$ cat src/hw/hsi_regs.vh
// Purpose: offsets, fields, reset values and timing counts of the hub status and strap block
// Assumes: AXI4-Lite, 32-bit data, 50 MHz aclk
// Notes: offsets are byte addresses
`ifndef HSI_REGS_VH
`define HSI_REGS_VH

`define HSI_ADDR_W          6
`define HSI_OFF_CTRL        6'h00
`define HSI_OFF_STATUS      6'h04
`define HSI_OFF_LED         6'h08
`define HSI_OFF_STRAP       6'h0C
`define HSI_OFF_WAKE        6'h10

// control register fields
`define HSI_CTRL_CONFIGURED 0
`define HSI_CTRL_SUSPENDED  1
`define HSI_CTRL_HIGH_SPEED 2
`define HSI_CTRL_CONNECTED  3
`define HSI_CTRL_WAKE_MODE  4
`define HSI_CTRL_RESET      32'h0000_0000

// led register fields
`define HSI_LED_ENABLE      0
`define HSI_LED_BREATHE     1
`define HSI_LED_RATE_LO     4
`define HSI_LED_RATE_HI     5
`define HSI_LED_RESET       32'h0000_0000

// wake register: write 1 to bit 0 requests a wakeup pulse
`define HSI_WAKE_REQ        0

// timing
`define HSI_CLK_HZ          50000000
`define HSI_TICK_US         1
`define HSI_TICK_CYC        (`HSI_CLK_HZ / 1000000 * `HSI_TICK_US)
`define HSI_WAKE_US         2
`define HSI_WAKE_CYC        (`HSI_CLK_HZ / 1000000 * `HSI_WAKE_US)
`define HSI_RENEG_US        10
`define HSI_RENEG_CYC       (`HSI_CLK_HZ / 1000000 * `HSI_RENEG_US)

`define HSI_RESP_OKAY       2'b00
`define HSI_RESP_SLVERR     2'b10

`endif

$ cat src/hw/hsi_led_gen.v
// Purpose: blink or breathe pattern generator for the general purpose led
// Assumes: tick is a one-cycle enable of 1 us
// Notes: breathing is an 8-bit pwm whose duty ramps up and down
`timescale 1ns/1ps
`include "hsi_regs.vh"
module hsi_led_gen (
    input  wire       aclk,
    input  wire       aresetn,
    input  wire       tick,
    input  wire       enable,
    input  wire       breathe,
    input  wire [1:0] rate,
    output reg        led_on
);
    reg  [7:0]  pwm_cnt;
    reg  [17:0] step_cnt;
    reg  [7:0]  duty;
    reg         duty_down;
    wire [17:0] step_len;

    // each rate halves the step time; blink period is 512 steps
    assign step_len = 18'h0_0400 >> rate;

    always @(posedge aclk) begin
        if (!aresetn || !enable) begin
            pwm_cnt   <= 8'h00;
            step_cnt  <= 18'h0_0000;
            duty      <= 8'h00;
            duty_down <= 1'b0;
            led_on    <= 1'b0;
        end else if (tick) begin
            pwm_cnt <= pwm_cnt + 8'h01;
            if (step_cnt >= step_len - 18'h0_0001) begin
                step_cnt <= 18'h0_0000;
                if (duty_down) begin
                    if (duty == 8'h00)
                        duty_down <= 1'b0;
                    else
                        duty <= duty - 8'h01;
                end else begin
                    if (duty == 8'hFF)
                        duty_down <= 1'b1;
                    else
                        duty <= duty + 8'h01;
                end
            end else begin
                step_cnt <= step_cnt + 18'h0_0001;
            end
            led_on <= breathe ? (pwm_cnt < duty) : duty_down;
        end
    end
endmodule // hsi_led_gen

$ cat src/hw/hsi_top.v
// Purpose: side-band status indicators and strap capture of a three-port hub
// Assumes: single 50 MHz clock, synchronous active-low reset, AXI4-Lite register access
// Notes: the hub core state arrives through the control register written by firmware
`timescale 1ns/1ps
`include "hsi_regs.vh"
module hsi_top (
    input  wire        aclk,
    input  wire        aresetn,
    input  wire [5:0]  s_axi_awaddr,
    input  wire        s_axi_awvalid,
    output reg         s_axi_awready,
    input  wire [31:0] s_axi_wdata,
    input  wire [3:0]  s_axi_wstrb,
    input  wire        s_axi_wvalid,
    output reg         s_axi_wready,
    output reg  [1:0]  s_axi_bresp,
    output reg         s_axi_bvalid,
    input  wire        s_axi_bready,
    input  wire [5:0]  s_axi_araddr,
    input  wire        s_axi_arvalid,
    output reg         s_axi_arready,
    output reg  [31:0] s_axi_rdata,
    output reg  [1:0]  s_axi_rresp,
    output reg         s_axi_rvalid,
    input  wire        s_axi_rready,
    input  wire        self_power_detect,
    input  wire        upstream_power_detect,
    input  wire        config_method_strap_b0,
    input  wire        config_method_strap_b1,
    input  wire        fixed_port_strap_b0,
    input  wire        fixed_port_strap_b1,
    output reg         suspend_wake_indicator_o,
    output reg         suspend_wake_indicator_oe,
    output reg         high_speed_indicator,
    output reg         general_led_out,
    output reg         reconnect_req,
    output reg  [1:0]  config_method,
    output reg  [1:0]  fixed_port_sel,
    output reg         self_powered
);
    // pin synchronisers: stage one feeds only stage two
    reg  [5:0]  sync_a;
    reg  [5:0]  sync_b;
    reg         vbus_prev;
    reg         straps_taken;
    reg         strap_cfg1;
    reg  [31:0] ctrl;
    reg  [31:0] led_cfg;
    reg  [5:0]  tick_cnt;
    reg         tick;
    reg  [7:0]  wake_cnt;
    reg         wake_pending;
    reg  [9:0]  reneg_cnt;
    reg         aw_held;
    reg         w_held;
    reg  [5:0]  aw_addr;
    reg  [31:0] w_data;
    reg  [3:0]  w_strb;
    wire        led_on;
    wire        susp_level;
    wire        hs_active;
    // full-width timing counts, cut to the counter widths on purpose below
    wire [31:0] reneg_len = `HSI_RENEG_CYC;
    wire [31:0] wake_len  = `HSI_WAKE_CYC;

    function [31:0] hsi_merge;
        input [31:0] old_val;
        input [31:0] new_val;
        input [3:0]  strb;
        integer i;
        begin
            hsi_merge = old_val;
            for (i = 0; i < 4; i = i + 1)
                if (strb[i])
                    hsi_merge[i*8 +: 8] = new_val[i*8 +: 8];
        end
    endfunction

    always @(posedge aclk) begin
        if (!aresetn) begin
            sync_a <= 6'h00;
            sync_b <= 6'h00;
        end else begin
            sync_a <= {fixed_port_strap_b1, fixed_port_strap_b0, config_method_strap_b1,
                       config_method_strap_b0, upstream_power_detect, self_power_detect};
            sync_b <= sync_a;
        end
    end

    // 1 us enable for the led generator
    always @(posedge aclk) begin
        if (!aresetn) begin
            tick_cnt <= 6'h00;
            tick     <= 1'b0;
        end else if (tick_cnt == `HSI_TICK_CYC - 1) begin
            tick_cnt <= 6'h00;
            tick     <= 1'b1;
        end else begin
            tick_cnt <= tick_cnt + 6'h01;
            tick     <= 1'b0;
        end
    end

    // straps are caught at the third edge after release, once stage two holds pin levels;
    // catching earlier would latch the cleared synchroniser instead of the pins
    reg  [1:0]  strap_wait;
    always @(posedge aclk) begin
        if (!aresetn) begin
            strap_wait     <= 2'b00;
            straps_taken   <= 1'b0;
            config_method  <= 2'b00;
            fixed_port_sel <= 2'b00;
            strap_cfg1     <= 1'b0;
        end else begin
            strap_wait <= {strap_wait[0], 1'b1};
            if (strap_wait[1] && !straps_taken) begin
                straps_taken   <= 1'b1;
                config_method  <= {sync_b[3], sync_b[2]};
                fixed_port_sel <= {sync_b[5], sync_b[4]};
                strap_cfg1     <= sync_b[3];
            end
        end
    end

    always @(posedge aclk) begin
        if (!aresetn)
            self_powered <= 1'b0;
        else
            self_powered <= sync_b[0];
    end

    // any edge on upstream power after the straps are taken starts a reconnect pulse; registers are kept
    always @(posedge aclk) begin
        if (!aresetn) begin
            vbus_prev     <= 1'b0;
            reneg_cnt     <= 10'h000;
            reconnect_req <= 1'b0;
        end else begin
            vbus_prev <= sync_b[1];
            if (straps_taken && (vbus_prev != sync_b[1])) begin
                reneg_cnt     <= reneg_len[9:0];
                reconnect_req <= 1'b1;
            end else if (reneg_cnt != 10'h000) begin
                reneg_cnt     <= reneg_cnt - 10'h001;
                reconnect_req <= (reneg_cnt != 10'h001);
            end else begin
                reconnect_req <= 1'b0;
            end
        end
    end

    // axi4-lite write path: address and data taken in either order
    always @(posedge aclk) begin
        if (!aresetn) begin
            aw_held       <= 1'b0;
            w_held        <= 1'b0;
            aw_addr       <= 6'h00;
            w_data        <= 32'h0000_0000;
            w_strb        <= 4'h0;
            s_axi_awready <= 1'b0;
            s_axi_wready  <= 1'b0;
            s_axi_bvalid  <= 1'b0;
            s_axi_bresp   <= `HSI_RESP_OKAY;
            ctrl          <= `HSI_CTRL_RESET;
            led_cfg       <= `HSI_LED_RESET;
            wake_pending  <= 1'b0;
        end else begin
            wake_pending  <= 1'b0;
            s_axi_awready <= !aw_held && !s_axi_awready && !s_axi_bvalid;
            s_axi_wready  <= !w_held && !s_axi_wready && !s_axi_bvalid;
            if (s_axi_awvalid && s_axi_awready) begin
                aw_held       <= 1'b1;
                aw_addr       <= s_axi_awaddr;
                s_axi_awready <= 1'b0;
            end
            if (s_axi_wvalid && s_axi_wready) begin
                w_held       <= 1'b1;
                w_data       <= s_axi_wdata;
                w_strb       <= s_axi_wstrb;
                s_axi_wready <= 1'b0;
            end
            if (aw_held && w_held && !s_axi_bvalid) begin
                aw_held      <= 1'b0;
                w_held       <= 1'b0;
                s_axi_bvalid <= 1'b1;
                s_axi_bresp  <= `HSI_RESP_OKAY;
                case ({aw_addr[5:2], 2'b00})
                    `HSI_OFF_CTRL:   ctrl    <= hsi_merge(ctrl, w_data, w_strb) & 32'h0000_001F;
                    `HSI_OFF_LED:    led_cfg <= hsi_merge(led_cfg, w_data, w_strb) & 32'h0000_0033;
                    `HSI_OFF_WAKE:   wake_pending <= w_strb[0] & w_data[`HSI_WAKE_REQ];
                    `HSI_OFF_STATUS: s_axi_bresp <= `HSI_RESP_OKAY;
                    `HSI_OFF_STRAP:  s_axi_bresp <= `HSI_RESP_OKAY;
                    default:         s_axi_bresp <= `HSI_RESP_SLVERR;
                endcase
            end else if (s_axi_bvalid && s_axi_bready) begin
                s_axi_bvalid <= 1'b0;
            end
        end
    end

    // axi4-lite read path
    always @(posedge aclk) begin
        if (!aresetn) begin
            s_axi_arready <= 1'b0;
            s_axi_rvalid  <= 1'b0;
            s_axi_rdata   <= 32'h0000_0000;
            s_axi_rresp   <= `HSI_RESP_OKAY;
        end else begin
            s_axi_arready <= !s_axi_arready && !s_axi_rvalid;
            if (s_axi_arvalid && s_axi_arready) begin
                s_axi_arready <= 1'b0;
                s_axi_rvalid  <= 1'b1;
                s_axi_rresp   <= `HSI_RESP_OKAY;
                case ({s_axi_araddr[5:2], 2'b00})
                    `HSI_OFF_CTRL:   s_axi_rdata <= ctrl;
                    `HSI_OFF_LED:    s_axi_rdata <= led_cfg;
                    `HSI_OFF_STATUS: s_axi_rdata <= {26'h000_0000, reconnect_req, general_led_out,
                                                     high_speed_indicator, suspend_wake_indicator_oe,
                                                     sync_b[1], self_powered};
                    `HSI_OFF_STRAP:  s_axi_rdata <= {27'h000_0000, straps_taken, fixed_port_sel,
                                                     config_method};
                    `HSI_OFF_WAKE:   s_axi_rdata <= 32'h0000_0000;
                    default: begin
                        s_axi_rdata <= 32'h0000_0000;
                        s_axi_rresp <= `HSI_RESP_SLVERR;
                    end
                endcase
            end else if (s_axi_rvalid && s_axi_rready) begin
                s_axi_rvalid <= 1'b0;
            end
        end
    end

    // wakeup pulse: in wake mode the line is pulled low for a fixed time per request
    always @(posedge aclk) begin
        if (!aresetn)
            wake_cnt <= 8'h00;
        else if (wake_pending && ctrl[`HSI_CTRL_WAKE_MODE])
            wake_cnt <= wake_len[7:0];
        else if (wake_cnt != 8'h00)
            wake_cnt <= wake_cnt - 8'h01;
    end

    // suspend mode: high only when configured and not suspended
    assign susp_level = ctrl[`HSI_CTRL_WAKE_MODE] ? (wake_cnt == 8'h00)
                      : (ctrl[`HSI_CTRL_CONFIGURED] && !ctrl[`HSI_CTRL_SUSPENDED]);
    assign hs_active  = ctrl[`HSI_CTRL_CONNECTED] && ctrl[`HSI_CTRL_HIGH_SPEED];

    // open-drain: the pin is only driven when low
    always @(posedge aclk) begin
        if (!aresetn) begin
            suspend_wake_indicator_o  <= 1'b0;
            suspend_wake_indicator_oe <= 1'b1;
            high_speed_indicator      <= 1'b0;
            general_led_out           <= 1'b0;
        end else begin
            suspend_wake_indicator_o  <= 1'b0;
            suspend_wake_indicator_oe <= !susp_level;
            high_speed_indicator      <= hs_active ^ strap_cfg1;
            general_led_out           <= led_on;
        end
    end

    hsi_led_gen u_led (
        .aclk    (aclk),
        .aresetn (aresetn),
        .tick    (tick),
        .enable  (led_cfg[`HSI_LED_ENABLE]),
        .breathe (led_cfg[`HSI_LED_BREATHE]),
        .rate    (led_cfg[`HSI_LED_RATE_HI:`HSI_LED_RATE_LO]),
        .led_on  (led_on)
    );
endmodule // hsi_top

$ cat config.mk
export PLATFORM = sky130hd
export DESIGN_NAME = hsi_top
export DESIGN_NICKNAME = d
export VERILOG_FILES = /design/src/hw/hsi_led_gen.v /design/src/hw/hsi_top.v
export VERILOG_INCLUDE_DIRS = /design/src /design/src/hw
export SDC_FILE = /design/constraint.sdc
export NUM_CORES = 1
export LEC_CHECK = 0
export ABC_AREA = 1
export BUFFER_PORTS_ARGS = -buffer_cell sky130_fd_sc_hd__buf_2
export CAP_MARGIN = 20
export CORE_MARGIN = 2
export CORE_UTILIZATION = 55
export CTS_BUF_LIST = sky130_fd_sc_hd__clkbuf_4 sky130_fd_sc_hd__clkbuf_8 sky130_fd_sc_hd__clkbuf_16
export DETAILED_ROUTE_END_ITERATION = 8
export GPL_TIMING_DRIVEN = 0
export PLACE_DENSITY = 0.79
export RECOVER_POWER = 25
export SLEW_MARGIN = 30
export SYNTH_ARGS = -nofsm -noshare
export SYNTH_HDL_FRONTEND = slang
export SYNTH_HIERARCHICAL = 1
export SYNTH_SLANG_ARGS = --single-unit
$ cat constraint.sdc
create_clock -name aclk -period 2.3 [get_ports aclk]
set_input_delay 0.115 -clock aclk [delete_from_list [all_inputs] [get_ports aclk]]
set_output_delay 0.115 -clock aclk [all_outputs]
set_load 0.02 [all_outputs]
* Word-level counts from Yosys, hierarchy flattened
Cells that the tools add are included.
** Cells by class
- Magnitude comparators :: 2
- Reduce and logical (&&, ||, !) cells :: 54
- $add $sub $neg :: 8
- Equality and inequality tests :: 14
- Shift operators :: 1
- Multiplexer cells :: 24
- Bitwise logic cells :: 3
** Operators by type and width (count)
- 2-to-1 mux 8 bit :: 3
- case mux 6 bit (4 select lines) :: 1
- adder 18 x 1 -> 18 bit (second input constant) :: 1
- greater-or-equal comparator 18 bit :: 1
- 2-to-1 mux 18 bit :: 1
- 2-to-1 mux 9 bit :: 2
- right shift 11 x 2 -> 18 bit (first input constant) :: 1
- subtractor 18 x 1 -> 18 bit (second input constant) :: 1
- logical AND 1 bit :: 17
- adder 8 x 1 -> 8 bit (second input constant) :: 2
- equality test 4 x 2 -> 1 bit (second input constant) :: 4
- logical NOT 8 bit :: 2
- subtractor 8 x 1 -> 8 bit (second input constant) :: 2
- 2-to-1 mux 7 bit :: 2
- OR reduction 2 bit :: 7
- 2-to-1 mux 1 bit :: 13
- logical NOT 1 bit :: 12
- inequality test 10 x 1 -> 1 bit (second input constant) :: 1
- nonzero test 10 bit :: 1
- OR reduction 5 bit :: 2
- subtractor 10 x 1 -> 10 bit (second input constant) :: 1
- AND reduction 3 bit :: 3
- equality test 4 x 1 -> 1 bit (second input constant) :: 2
- equality test 4 x 3 -> 1 bit (second input constant) :: 2
- 17 further kinds :: 22
** Word-level totals
- Logic and storage cells :: 147
- Register bits :: 153
- Output and inout port bits :: 51

* Logic depth before layout (Yosys ltp)
Gate-level depths: netlist of run 1.
- Depth in word-level cells :: 4
- Gate-level depth with buffers :: 14
- Depth with buffers taken out :: 13

* By module
The synthesis of run 1 kept the hierarchy.
** Modules (own cells, without submodules)
- hsi_top :: seq. area each 1721.7 µm², times used 1, cells each 485, area an instance 3724.8 µm²
- hsi_led_gen :: seq. area each 720.7 µm², times used 1, cells each 310, area an instance 2153.3 µm²

* Worst setup path before layout of run 1
No wires, ideal clock.
- Path kind :: register to register
- From :: register led_cfg[5]
- To :: register u_led.step_cnt[4]
- Stages on the path, launching flop included :: 13
- Data arrival time :: 1.681 ns
- Path slack :: 0.546 ns
- Data required time :: 2.228 ns
- Cell sequence :: dfxtp_1 > or2_2 > ha_1 > nand2_1 > nand2_1 > inv_1 > nand2_1 > nor2_2 > nand2_4 > nand2_1 > nand2_1 > buf_6 > nor3b_2
** On the way
- Longest elaborated chain between the ends :: 4
** RTL lines
- from (decl) :: line hsi_top.v:48 : reg [31:0] led_cfg;
- from (signal assigned) :: line hsi_top.v:165 : led_cfg <= `HSI_LED_RESET;
- from (signal assigned) :: line hsi_top.v:189 : `HSI_OFF_LED: led_cfg <= hsi_merge(led_cfg, w_data, w_strb) & 32'h0000_0033;
- right shift 11 x 2 -> 18 bit :: line hsi_led_gen.v:22 : assign step_len = 18'h0_0400 >> rate;
- subtractor 18 x 1 -> 18 bit :: line hsi_led_gen.v:33 : if (step_cnt >= step_len - 18'h0_0001) begin
- greater-or-equal comparator 18 bit :: line hsi_led_gen.v:33
- 2-to-1 mux 18 bit :: line hsi_led_gen.v:33
- to (signal assigned) :: line hsi_led_gen.v:47 : step_cnt <= step_cnt + 18'h0_0001;
- to (decl) :: line hsi_led_gen.v:16 : reg [17:0] step_cnt;
No other way between the ends.
A chain may end at the register's enable or synchronous reset.

* Final worst setup path of run 1
Same ends and word-level chain as after synthesis.

==> flow_summary_export.csv, run 1 <==
group,metric,value,unit
placement,dpl-instance-area,0.00640,mm²
yosys,ys_seq_elements,122,
power,power.switching,0.00191,W
timing,fin_tns_setup,0,ps
timing,worst_pin_slew,668,ps
floorplanning,die_area,0.0115,mm²
layout,stdcell_area,0.00724,mm²
cts,clk_pin_slew,60,ps
route,drc_errors,0,
cts,cts_root_buffer,"clkbuf_8",
global_routing,grt_max_degree,17,
yosys,synth_ff_type,"dfxtp_1",
cts,clockBufferDepth,2,
cts,cts_sinks,122,
floorplanning,io_pins,112,
timing,final-max-slew-violation-count,0,
floorplanning,die-height,107,µm
cts,cts_buffers,17,
yosys,synth_area_leaders,"dfxtp_1, nand2_1, nor2_1, inv_1, ha_1",
global_routing,grt_pass1_vias,5082,
layout,final_util,69.8,%
cts,cts_resized,0,
critical_path,end_kind,"flip-flop",
route,viasPerCell,4.94,
critical_path,worst_ep_required_time,2750,ps
critical_path,crit_path_max_fanout,10,
critical_path,rr_endpoint,"u_led/step_cnt[4]$_SDFFE_PP0P_",
timing,rsz0062_at_grt,"false",
global_routing,antenna_found_initial,0,
route,drt_first_pass_iters,5,
cts,clock_latency,520,ps
yosys,synth.distinct_cells,45,
yosys,synth_commonest_cells,"nand2_1, dfxtp_1, nor2_1",
global_routing,gr-usage-all-layers,24.0,%
cts,cts_setup_buffers,0,
timing,slew_headroom,55.4,%
power,combPwrFrac,19.7,%
layout,fin_cells,1066,
yosys,synth.top_cell.area_share,41.5,%
yosys,syn_area_per_cell,7.39,µm²
timing,finalSetupViolations,0,
critical_path,cp_slowest_stage_delay,350,ps
floorplanning,core.rowCount,37,
layout,drive_gt1_share,16.7,%
power,power_density,870,mW/mm²
power,p_leak,3.48,nW
power,p_int,0.00439,W
cts,cts_tree,"done",
power,swShare,30.2,%
yosys,yosysTopAreaCell,"dfxtp_1",
run_status,status,"complete, no violations",
critical_path,r2r_cells,12,
yosys,yosysSeqAreaShare,41.5,%
timing,period_share,86.3,%
critical_path,critical_path.most_common_cell,"nand2_1",
critical_path,cp-start-kind,"flip-flop",
layout,area_growth_syn_to_layout,23.1,%
global_routing,grt_pass1_wl,22.2,mm
critical_path,crit_arrival,2430,ps
yosys,synth_warnings,6,
timing,finClkSkew,8.11,ps
route,ant_nets,0,
layout,final_net_count,1003,
placement,portBuffers,49,
power,p_seq_share,38.7,%
critical_path,path_depth,12,
critical_path,crit_slowest_cell,"dfxtp_1",
timing,hold_violations,0,
cts,cts_hold_buf,27,
power,power_frac_clock,41.6,%
route,num_vias,5266,
critical_path,reg2reg_slack,320,ps
power,irDropWorstVdd,0.618,mV
route,drt_iter0_drc,240,
critical_path,worstReg2RegStart,"led_cfg[5]$_SDFFE_PN0P_",
min_path,hp-class,"primary input to flip-flop",
placement,place_congestion,0.836,
floorplanning,initial_core_util,56.7,%
floorplanning,die_w,107,µm
timing,min_period,1980,ps
critical_path,path_buf_inv,2,
run,cap_violations,0,
yosys,synth_edf_count,0,
critical_path,worst-setup-path-type,"flip-flop to flip-flop",
placement,placed_cells,1008,
layout,num_antenna_cells,0,
min_path,whs_path_depth,3,
min_path,hold_end,"w_strb[0]$_SDFFE_PN0P_",
yosys,synth-async-reset-ratio,0,%
placement,place_hpwl,8.87,mm
critical_path,crit_chain,"or2_2, ha_1, nand2_1, nand2_1, inv_1, nand2_1, nor2_2, nand2_4, nand2_1, nand2_1, buf_6, nor3b_2",
min_path,min_from,"s_axi_wvalid",
yosys,syn-cell-area,0.00588,mm²
yosys,yosysMostFrequentCell,"nand2_1",
global_routing,grt_overflow,0,
route,routed_wl,13.2,mm
timing,timing.fmax,504,MHz
cts,h-tree-depth,4,
route,routedWlPerCell,12.4,µm
critical_path,path_delay_family,"simple AND/OR/NAND/NOR gates",
yosys,synth_cells,795,
floorplanning,core-area,0.0104,mm²
-- how the worst max path moves through the flow --
| stage | startpoint | endpoint | slack, ps |
|---|---|---|---|
| after floorplan | led_cfg[5]$_SDFFE_PN0P_ | u_led/step_cnt[4]$_SDFFE_PP0P_ | 550 |
| after global placement | led_cfg[5]$_SDFFE_PN0P_ | u_led/step_cnt[4]$_SDFFE_PP0P_ | 370 |
| after detailed placement | led_cfg[5]$_SDFFE_PN0P_ | u_led/step_cnt[4]$_SDFFE_PP0P_ | 350 |
| after CTS | led_cfg[5]$_SDFFE_PN0P_ | u_led/step_cnt[4]$_SDFFE_PP0P_ | 320 |
| after global routing | led_cfg[5]$_SDFFE_PN0P_ | u_led/step_cnt[4]$_SDFFE_PP0P_ | 200 |
| final | led_cfg[5]$_SDFFE_PN0P_ | u_led/step_cnt[4]$_SDFFE_PP0P_ | 320 |
-- through the flow --
step | power (W) | hold slack [ps] | worst slack (ps)
floorplan | 0.00343 | 143 | 546
global placement | 0.00363 | 296 | 375
detailed placement | 0.00366 | 301 | 352
CTS | 0.00630 | 36.0 | 318
global route | 0.00660 | 84.2 | 202
finish | 0.00630 | 46.5 | 315
-- sequential cells by signal (all words and copies together) (netlist names), 4 cells and up --
register,cells
u_led/step_cnt,18
reneg_cnt,10
u_led/duty,8
u_led/pwm_cnt,8
wake_cnt,8
s_axi_rdata,6
sync_a,6
sync_b,6
tick_cnt,6
w_data,6
ctrl,5
aw_addr,4
led_cfg,4
-- power by group through the flow --
stage / clock network, W / registers, W / logic, W
after floorplan: 0 / 0.00247 / 0.000955
after global placement: 0 / 0.00248 / 0.00116
after detailed placement: 0 / 0.00247 / 0.00118
after CTS: 0.00263 / 0.00244 / 0.00123
after global routing: 0.00272 / 0.00246 / 0.00142
final: 0.00262 / 0.00244 / 0.00124
-- tightest hold or removal path, delay by kind of cell --
kind	cells	cell delay, ps
simple gates	1	200
buf+inv	1	100
compound gates	1	100
-- logic make-up after synthesis --
group	share of synthesized area (%)
other	0.0638
buffers and inverters	12.3
AO/OA/AOI/OAI	9.15
XOR/XNOR	1.94
flip-flops	41.5
AND/OR/NAND/NOR	29.7
adder cells (fa/ha/maj)	5.24
-- area by class of cell --
| cell class | instances | area (µm²) |
|---|---|---|
| clock buffers | 19 | 442 |
| inverters | 106 | 398 |
| well taps | 136 | 170 |
| multi-input cells | 549 | 2820 |
| fillers | 840 | 3130 |
| clock inverters | 12 | 139 |
| flip-flops and latches | 122 | 2440 |
| repair buffers | 76 | 507 |
| plain buffers | 46 | 323 |
-- per-layer routing --
metal | part of all wire [%] | track usage, %
met1 | 43 | 28.1
met5 | 0 | 0
met4 | 2.0 | 9.89
met3 | 4.4 | 4.00
met2 | 51 | 43.2
-- layout by cell type (no fill, tap or decap), types with 6 or more instances in the layout --
| master | n |
|---|---|
| nand2_1 | 153 |
| dfxtp_1 | 122 |
| nor2_1 | 115 |
| inv_1 | 99 |
| nand3_1 | 50 |
| a21oi_1 | 47 |
| buf_2 | 42 |
| o21ai_0 | 38 |
| buf_4 | 32 |
| conb_1 | 29 |
| dlygate4sd3_1 | 27 |
| ha_1 | 23 |
| clkbuf_1 | 17 |
| clkbuf_16 | 16 |
| nor3_1 | 13 |
| xor2_1 | 10 |
| nor2_2 | 7 |
| nand2_2 | 7 |
| nor2_4 | 6 |
| nand4_1 | 6 |
Power figures use the tool's default switching activity.
==> run 2, diff against run 1 <==
==> constraint.sdc (replaced) <==
create_clock -name aclk -period 2.3 [get_ports aclk]
set_input_delay 0.345 -clock aclk [delete_from_list [all_inputs] [get_ports aclk]]
set_output_delay 0.345 -clock aclk [all_outputs]
set_load 0.02 [all_outputs]
==> run 2 against run 1 <==
Sequential power about the same; clock-buffer cell count is the same; worst hold slack lost 30 ps; final cell count shrank 2.3%; design area shrank 3.2%; clock skew is essentially flat; largest power group unchanged; sequential share of layout area increased by 1.1 points; first-iteration DRC count shrank 2.5%; critical path type unchanged; power shrank 0.63%.
==> flow_summary_export.csv, run 2 (synthesis results as in run 1) <==
group,metric,value,unit
layout,final_net_count,979,
layout,area_growth_syn_to_layout,19.2,%
route,viasPerCell,4.95,
global_routing,grt_pass1_vias,4904,
layout,largest_register_ffs,18,
route,ant_nets,0,
critical_path,crit_path_max_fanout,10,
timing,finalSetupViolations,0,
layout,final_util,67.5,%
layout,layout_commonest_cell,"nand2_1",
global_routing,antenna_found_initial,0,
power,p_int,0.00437,W
critical_path,end_kind,"flip-flop",
route,routed_wl,12.7,mm
global_routing,grt_max_degree,17,
layout,largest-register,"u_led/step_cnt",
critical_path,worstReg2RegStart,"led_cfg[5]$_SDFFE_PN0P_",
cts,clockBufferDepth,2,
timing,rsz0062_at_grt,"false",
timing,finClkSkew,7.97,ps
route,wl_met1,5.63,mm
route,drc_errors,0,
timing,timing.fmax,502,MHz
critical_path,cp-start-kind,"flip-flop",
route,highest_layer,"met4",
power,power_density,894,mW/mm²
power,p_leak,3.41,nW
floorplanning,core-area,0.0104,mm²
power,swShare,30.2,%
global_routing,grt_overflow,0,
placement,placed_cells,1008,
min_path,min_from,"fixed_port_strap_b1",
timing,hold_violations,0,
route,drt_first_pass_iters,4,
layout,stdcell_area,0.00700,mm²
placement,dpl-instance-area,0.00640,mm²
route,num_vias,5158,
cts,cts_root_buffer,"clkbuf_8",
placement,place_hpwl,8.87,mm
layout,num_antenna_cells,0,
cts,cts_sinks,122,
route,wl_met3,528,µm
min_path,hp-class,"primary input to flip-flop",
route,drt_iter0_drc,234,
timing,slew_headroom,54.9,%
timing,holdWs,16.8,ps
power,power_frac_clock,41.8,%
global_routing,gr-usage-all-layers,23.2,%
timing,final-max-slew-violation-count,0,
layout,biggestRegsByFlops,"u_led/step_cnt x18, reneg_cnt x10",
floorplanning,die_w,107,µm
timing,period_share,86.6,%
critical_path,startpoint,"led_cfg[5]$_SDFFE_PN0P_",
power,power.switching,0.00189,W
layout,drive_gt1_share,17.8,%
route,routedWlPerCell,12.2,µm
placement,portBuffers,49,
timing,min_period,1990,ps
run_status,status,"complete, no violations",
floorplanning,initial_core_util,56.7,%
cts,cts_buffers,17,
cts,cts_setup_buffers,0,
layout,fillers,870,
placement,place_congestion,0.836,
cts,clock_latency,520,ps
power,irDropWorstVdd,0.622,mV
timing,fin_tns_setup,0,ps
floorplanning,die-height,107,µm
cts,cts_tree,"done",
floorplanning,core.rowCount,37,
critical_path,crit_arrival,2440,ps
layout,ff_latch_area,0.00244,mm²
power,combPwrFrac,19.2,%
power,p_seq_share,39.0,%
run,cap_violations,0,
layout,final_cell_mix,"nand2_1, dfxtp_1, nor2_1, inv_1, nand3_1",
floorplanning,io_pins,112,
timing,worst_pin_slew,677,ps
layout,fin_cells,1042,
layout,multi_input_area,0.00282,mm²
critical_path,worst_ep_required_time,2750,ps
cts,clk_pin_slew,60,ps
global_routing,grt_pass1_wl,21.4,mm
floorplanning,die_area,0.0115,mm²
cts,h-tree-depth,4,
route,route.met2.wl,6.28,mm
critical_path,worst-setup-path-type,"flip-flop to flip-flop",
run 2: power groups by stage:
| stage | sequential (W) | clock, W | combinational, W |
|---|---|---|---|
| after floorplan | 0.00247 | 0 | 0.000955 |
| final | 0.00244 | 0.00262 | 0.00120 |
| after global placement | 0.00248 | 0 | 0.00116 |
| after detailed placement | 0.00247 | 0 | 0.00118 |
| after CTS | 0.00244 | 0.00263 | 0.00120 |
| after global routing | 0.00246 | 0.00272 | 0.00138 |
run 2: final cells by class:
cell class	count	share of cell area, %
clock inverter	12	1.98
tap	136	2.43
inverter	106	5.68
multi-input combinational	549	40.2
buffer	46	4.61
clock buffer	19	6.31
sequential	122	34.9
timing repair buffer	52	3.91
run 2: what timing repair did:
action / 4_1_cts / 5_1_grt
gates resized for setup: 0 / 0
hold endpoints to repair: 3 / 0
hold buffers: 3 / 0
run 2: worst max-delay path: stages, from the launching register on:
cell and delay [ps]:
dfxtp_1 360, or2_2 310, ha_1 290, nand2_1 90
nand2_1 60, inv_1 40, nand2_1 50, nor2_2 160
nand2_4 80, nand2_1 100, nand2_1 90, buf_6 150
nor3b_2 150
run 2: worst paths after layout:
check                                   end  slack [ps]  cells past startpoint
min reg2reg         self_powered$_SDFF_PN0_         410                      2
min                    sync_a[5]$_SDFF_PN0_          20                      3
max reg2reg  u_led/step_cnt[4]$_SDFFE_PP0P_         310                     12
max          u_led/step_cnt[4]$_SDFFE_PP0P_         310                     12
run 2: layer usage:
layer	track usage, %	vias up
li1	-	2666
met1	27.8	2346
met2	41.1	123
met3	4.00	23
met4	9.16	0
met5	0	-
run 2: metrics by stage:
stage	worst slack, ps	total power, W
after global routing	202	0.00656
after CTS	318	0.00626
final	309	0.00626
after global placement	375	0.00363
after floorplan	546	0.00343
after detailed placement	352	0.00366
==> run 3, diff against run 2 <==
Settings changed: ABC_AREA 1 to default, PLACE_DENSITY 0.79 to 0.8.
==> run 3 against run 2 <==
Clock power increased by 8.0%; critical path depth decreased by 4; synthesized area decreased by 5.6%; routed wire length decreased by 2.9%; first-iteration DRC count increased by 17%; die area decreased by 5.4%; sequential share of layout area increased by 1.3 points; core utilization increased by 1.6 points.
==> flow_summary_export.csv, run 3 <==
group,metric,value,unit
run_status,status,"complete, no violations",
route,routedWlPerCell,14.4,µm
floorplanning,die_area,0.0109,mm²
run,cap_violations,0,
placement,place_hpwl,8.32,mm
placement,portBuffers,46,
timing,hold_violations,0,
timing,slew_headroom,41.9,%
placement,place_congestion,0.817,
power,p_leak,2.76,nW
layout,biggestRegsByFlops,"u_led/step_cnt x18, reneg_cnt x10",
global_routing,gr-usage-all-layers,22.8,%
layout,largest_register_ffs,18,
critical_path,cp-start-kind,"flip-flop",
layout,layout_commonest_cell,"dfxtp_1",
layout,final_net_count,796,
route,ant_nets,0,
timing,worst_pin_slew,863,ps
cts,cts_tree,"done",
global_routing,grt_max_degree,19,
floorplanning,io_pins,112,
yosys,synth-async-reset-ratio,0,%
yosys,synth.top_cell.area_share,44.0,%
global_routing,grt_overflow,0,
route,drc_errors,0,
timing,fin_tns_setup,0,ps
route,drt_iter0_drc,273,
timing,rsz0062_at_grt,"false",
layout,drive_gt1_share,18.3,%
timing,period_share,95.2,%
cts,cts_root_buffer,"clkbuf_8",
cts,cts_hold_buf,0,
placement,placed_cells,825,
yosys,ys_seq_elements,122,
yosys,synth_edf_count,0,
global_routing,grt_pass1_wl,20.1,mm
layout,fin_cells,856,
cts,clock_latency,530,ps
critical_path,worst-setup-path-type,"flip-flop to flip-flop",
critical_path,crit_path_max_fanout,5,
yosys,synth_cells,618,
layout,area_growth_syn_to_layout,21.7,%
critical_path,end_kind,"flip-flop",
floorplanning,initial_core_util,56.8,%
yosys,synth_warnings,6,
timing,final-max-slew-violation-count,0,
cts,clockBufferDepth,2,
layout,largest-register,"u_led/step_cnt",
critical_path,worst_ep_required_time,2750,ps
timing,timing.fmax,457,MHz
cts,clk_pin_slew,60,ps
timing,finalSetupViolations,0,
floorplanning,core.rowCount,36,
yosys,syn_area_per_cell,8.98,µm²
layout,num_antenna_cells,0,
cts,h-tree-depth,4,
route,routed_wl,12.3,mm
floorplanning,die-height,104,µm
yosys,synth_area_leaders,"dfxtp_1, nor2_1, ha_1, mux2i_1, buf_4",
min_path,hp-class,"primary input to flip-flop",
timing,min_period,2190,ps
route,viasPerCell,5.43,
yosys,synth_commonest_cells,"dfxtp_1, nor2_1, nand2_1",
yosys,synth.distinct_cells,54,
yosys,yosysSeqAreaShare,44.0,%
route,num_vias,4644,
yosys,synth_ff_type,"dfxtp_1",
yosys,yosysMostFrequentCell,"dfxtp_1",
floorplanning,core-area,0.00977,mm²
cts,cts_sinks,122,
timing,finClkSkew,5.15,ps
power,irDropWorstVdd,0.449,mV
cts,cts_buffers,17,
power,power_density,942,mW/mm²
layout,final_cell_mix,"dfxtp_1, nor2_1, buf_2, nand2_1, a21oi_1",
global_routing,grt_pass1_vias,4464,
route,drt_first_pass_iters,5,
global_routing,antenna_found_initial,0,
yosys,syn-cell-area,0.00555,mm²
floorplanning,die_w,104,µm
critical_path,crit_arrival,2640,ps
yosys,yosysTopAreaCell,"dfxtp_1",
## run 3: cell types whose count changed after synthesis, moves of 18 or more
cell	change
o21ai_0	-18
and2_1	+18
nor2_1	-25
mux2i_1	+24
inv_1	-75
nand3_1	-21
nand2_1	-110
## run 3: final timing paths
kind                                              start                          to  slack (ps)  cells past startpoint
worst max register to register  led_cfg[5]$_SDFFE_PN0P_  u_led/duty[7]$_SDFFE_PP0P_         110                      8
worst min register to register     sync_a[0]$_SDFF_PN0_        sync_b[0]$_SDFF_PN0_         440                      1
worst min-delay path                fixed_port_strap_b1        sync_a[5]$_SDFF_PN0_          30                      2
worst max-delay path            led_cfg[5]$_SDFFE_PN0P_  u_led/duty[7]$_SDFFE_PP0P_         110                      8
## run 3: critical path: stages, from the launching register on
cell and delay [ps]:
dfxtp_2 350, or2_4 260, ha_4 280, a211oi_2 60, a31oi_2 250, a41oi_4 100
a211o_1 330, or3_4 370, a21oi_2 110
## run 3: what timing repair did
item / 4_1_cts / 5_1_grt
cloned: 0 / 0
setup buffers: 1 / 0
pin swaps: 2 / 4
setup endpoints to repair: 18 / 7
gates resized for setup: 4 / 6
## run 3: power by group
| part | internal [W] | switching [W] | total, W | leakage [nW] |
|---|---|---|---|---|
| Sequential | 0.00228 | 0.000170 | 0.00245 | 0.994 |
| Combinational | 0.000485 | 0.000600 | 0.00108 | 1.44 |
| Clock | 0.00193 | 0.000900 | 0.00283 | 0.320 |
| Total | 0.00469 | 0.00167 | 0.00636 | 2.76 |
## run 3: layout make-up
cell class              instances  area [µm²]
plain buffers                  46         287
clock buffers                  24         504
clock inverters                 7         135
fillers                       684        3020
inverters                      24        90.1
multi-input cells             453        2880
flip-flops and latches        122        2440
well taps                     133         166
repair buffers                 47         249
## run 3: layer usage
layer / GRT usage (%) / vias up / part of all wire (%)
li1: - / 2272 / -
met1: 26.8 / 2180 / 42
met2: 39.3 / 166 / 50
met3: 6.83 / 26 / 5.8
met4: 8.20 / 0 / 2.1
met5: 0 / - / 0
## run 3: cell families after synthesis
| group | synth area share, % |
|---|---|
| flops | 44.0 |
| mux | 5.75 |
| simple gates | 21.2 |
| xor+xnor | 5.36 |
| other cells | 0.0675 |
| fa+ha+maj | 5.54 |
| compound gates | 11.2 |
| buf+inv | 6.85 |
## run 3: per-stage QoR
stage / setup WS, ps / power (W) / area (µm²) / util, % / hold slack (ps)
finish: 111 / 0.00636 / 6750 / 69.1 / 31.4
global route: 32.4 / 0.00662 / 6750 / 69.1 / 24.2
CTS: 28.2 / 0.00638 / 6730 / 68.8 / 13.8
detailed placement: -161 / 0.00354 / 6050 / 61.9 / 417
global placement: -92.9 / 0.00348 / 6050 / 61.9 / 414
floorplan: 181 / 0.00331 / 5660 / - / 373
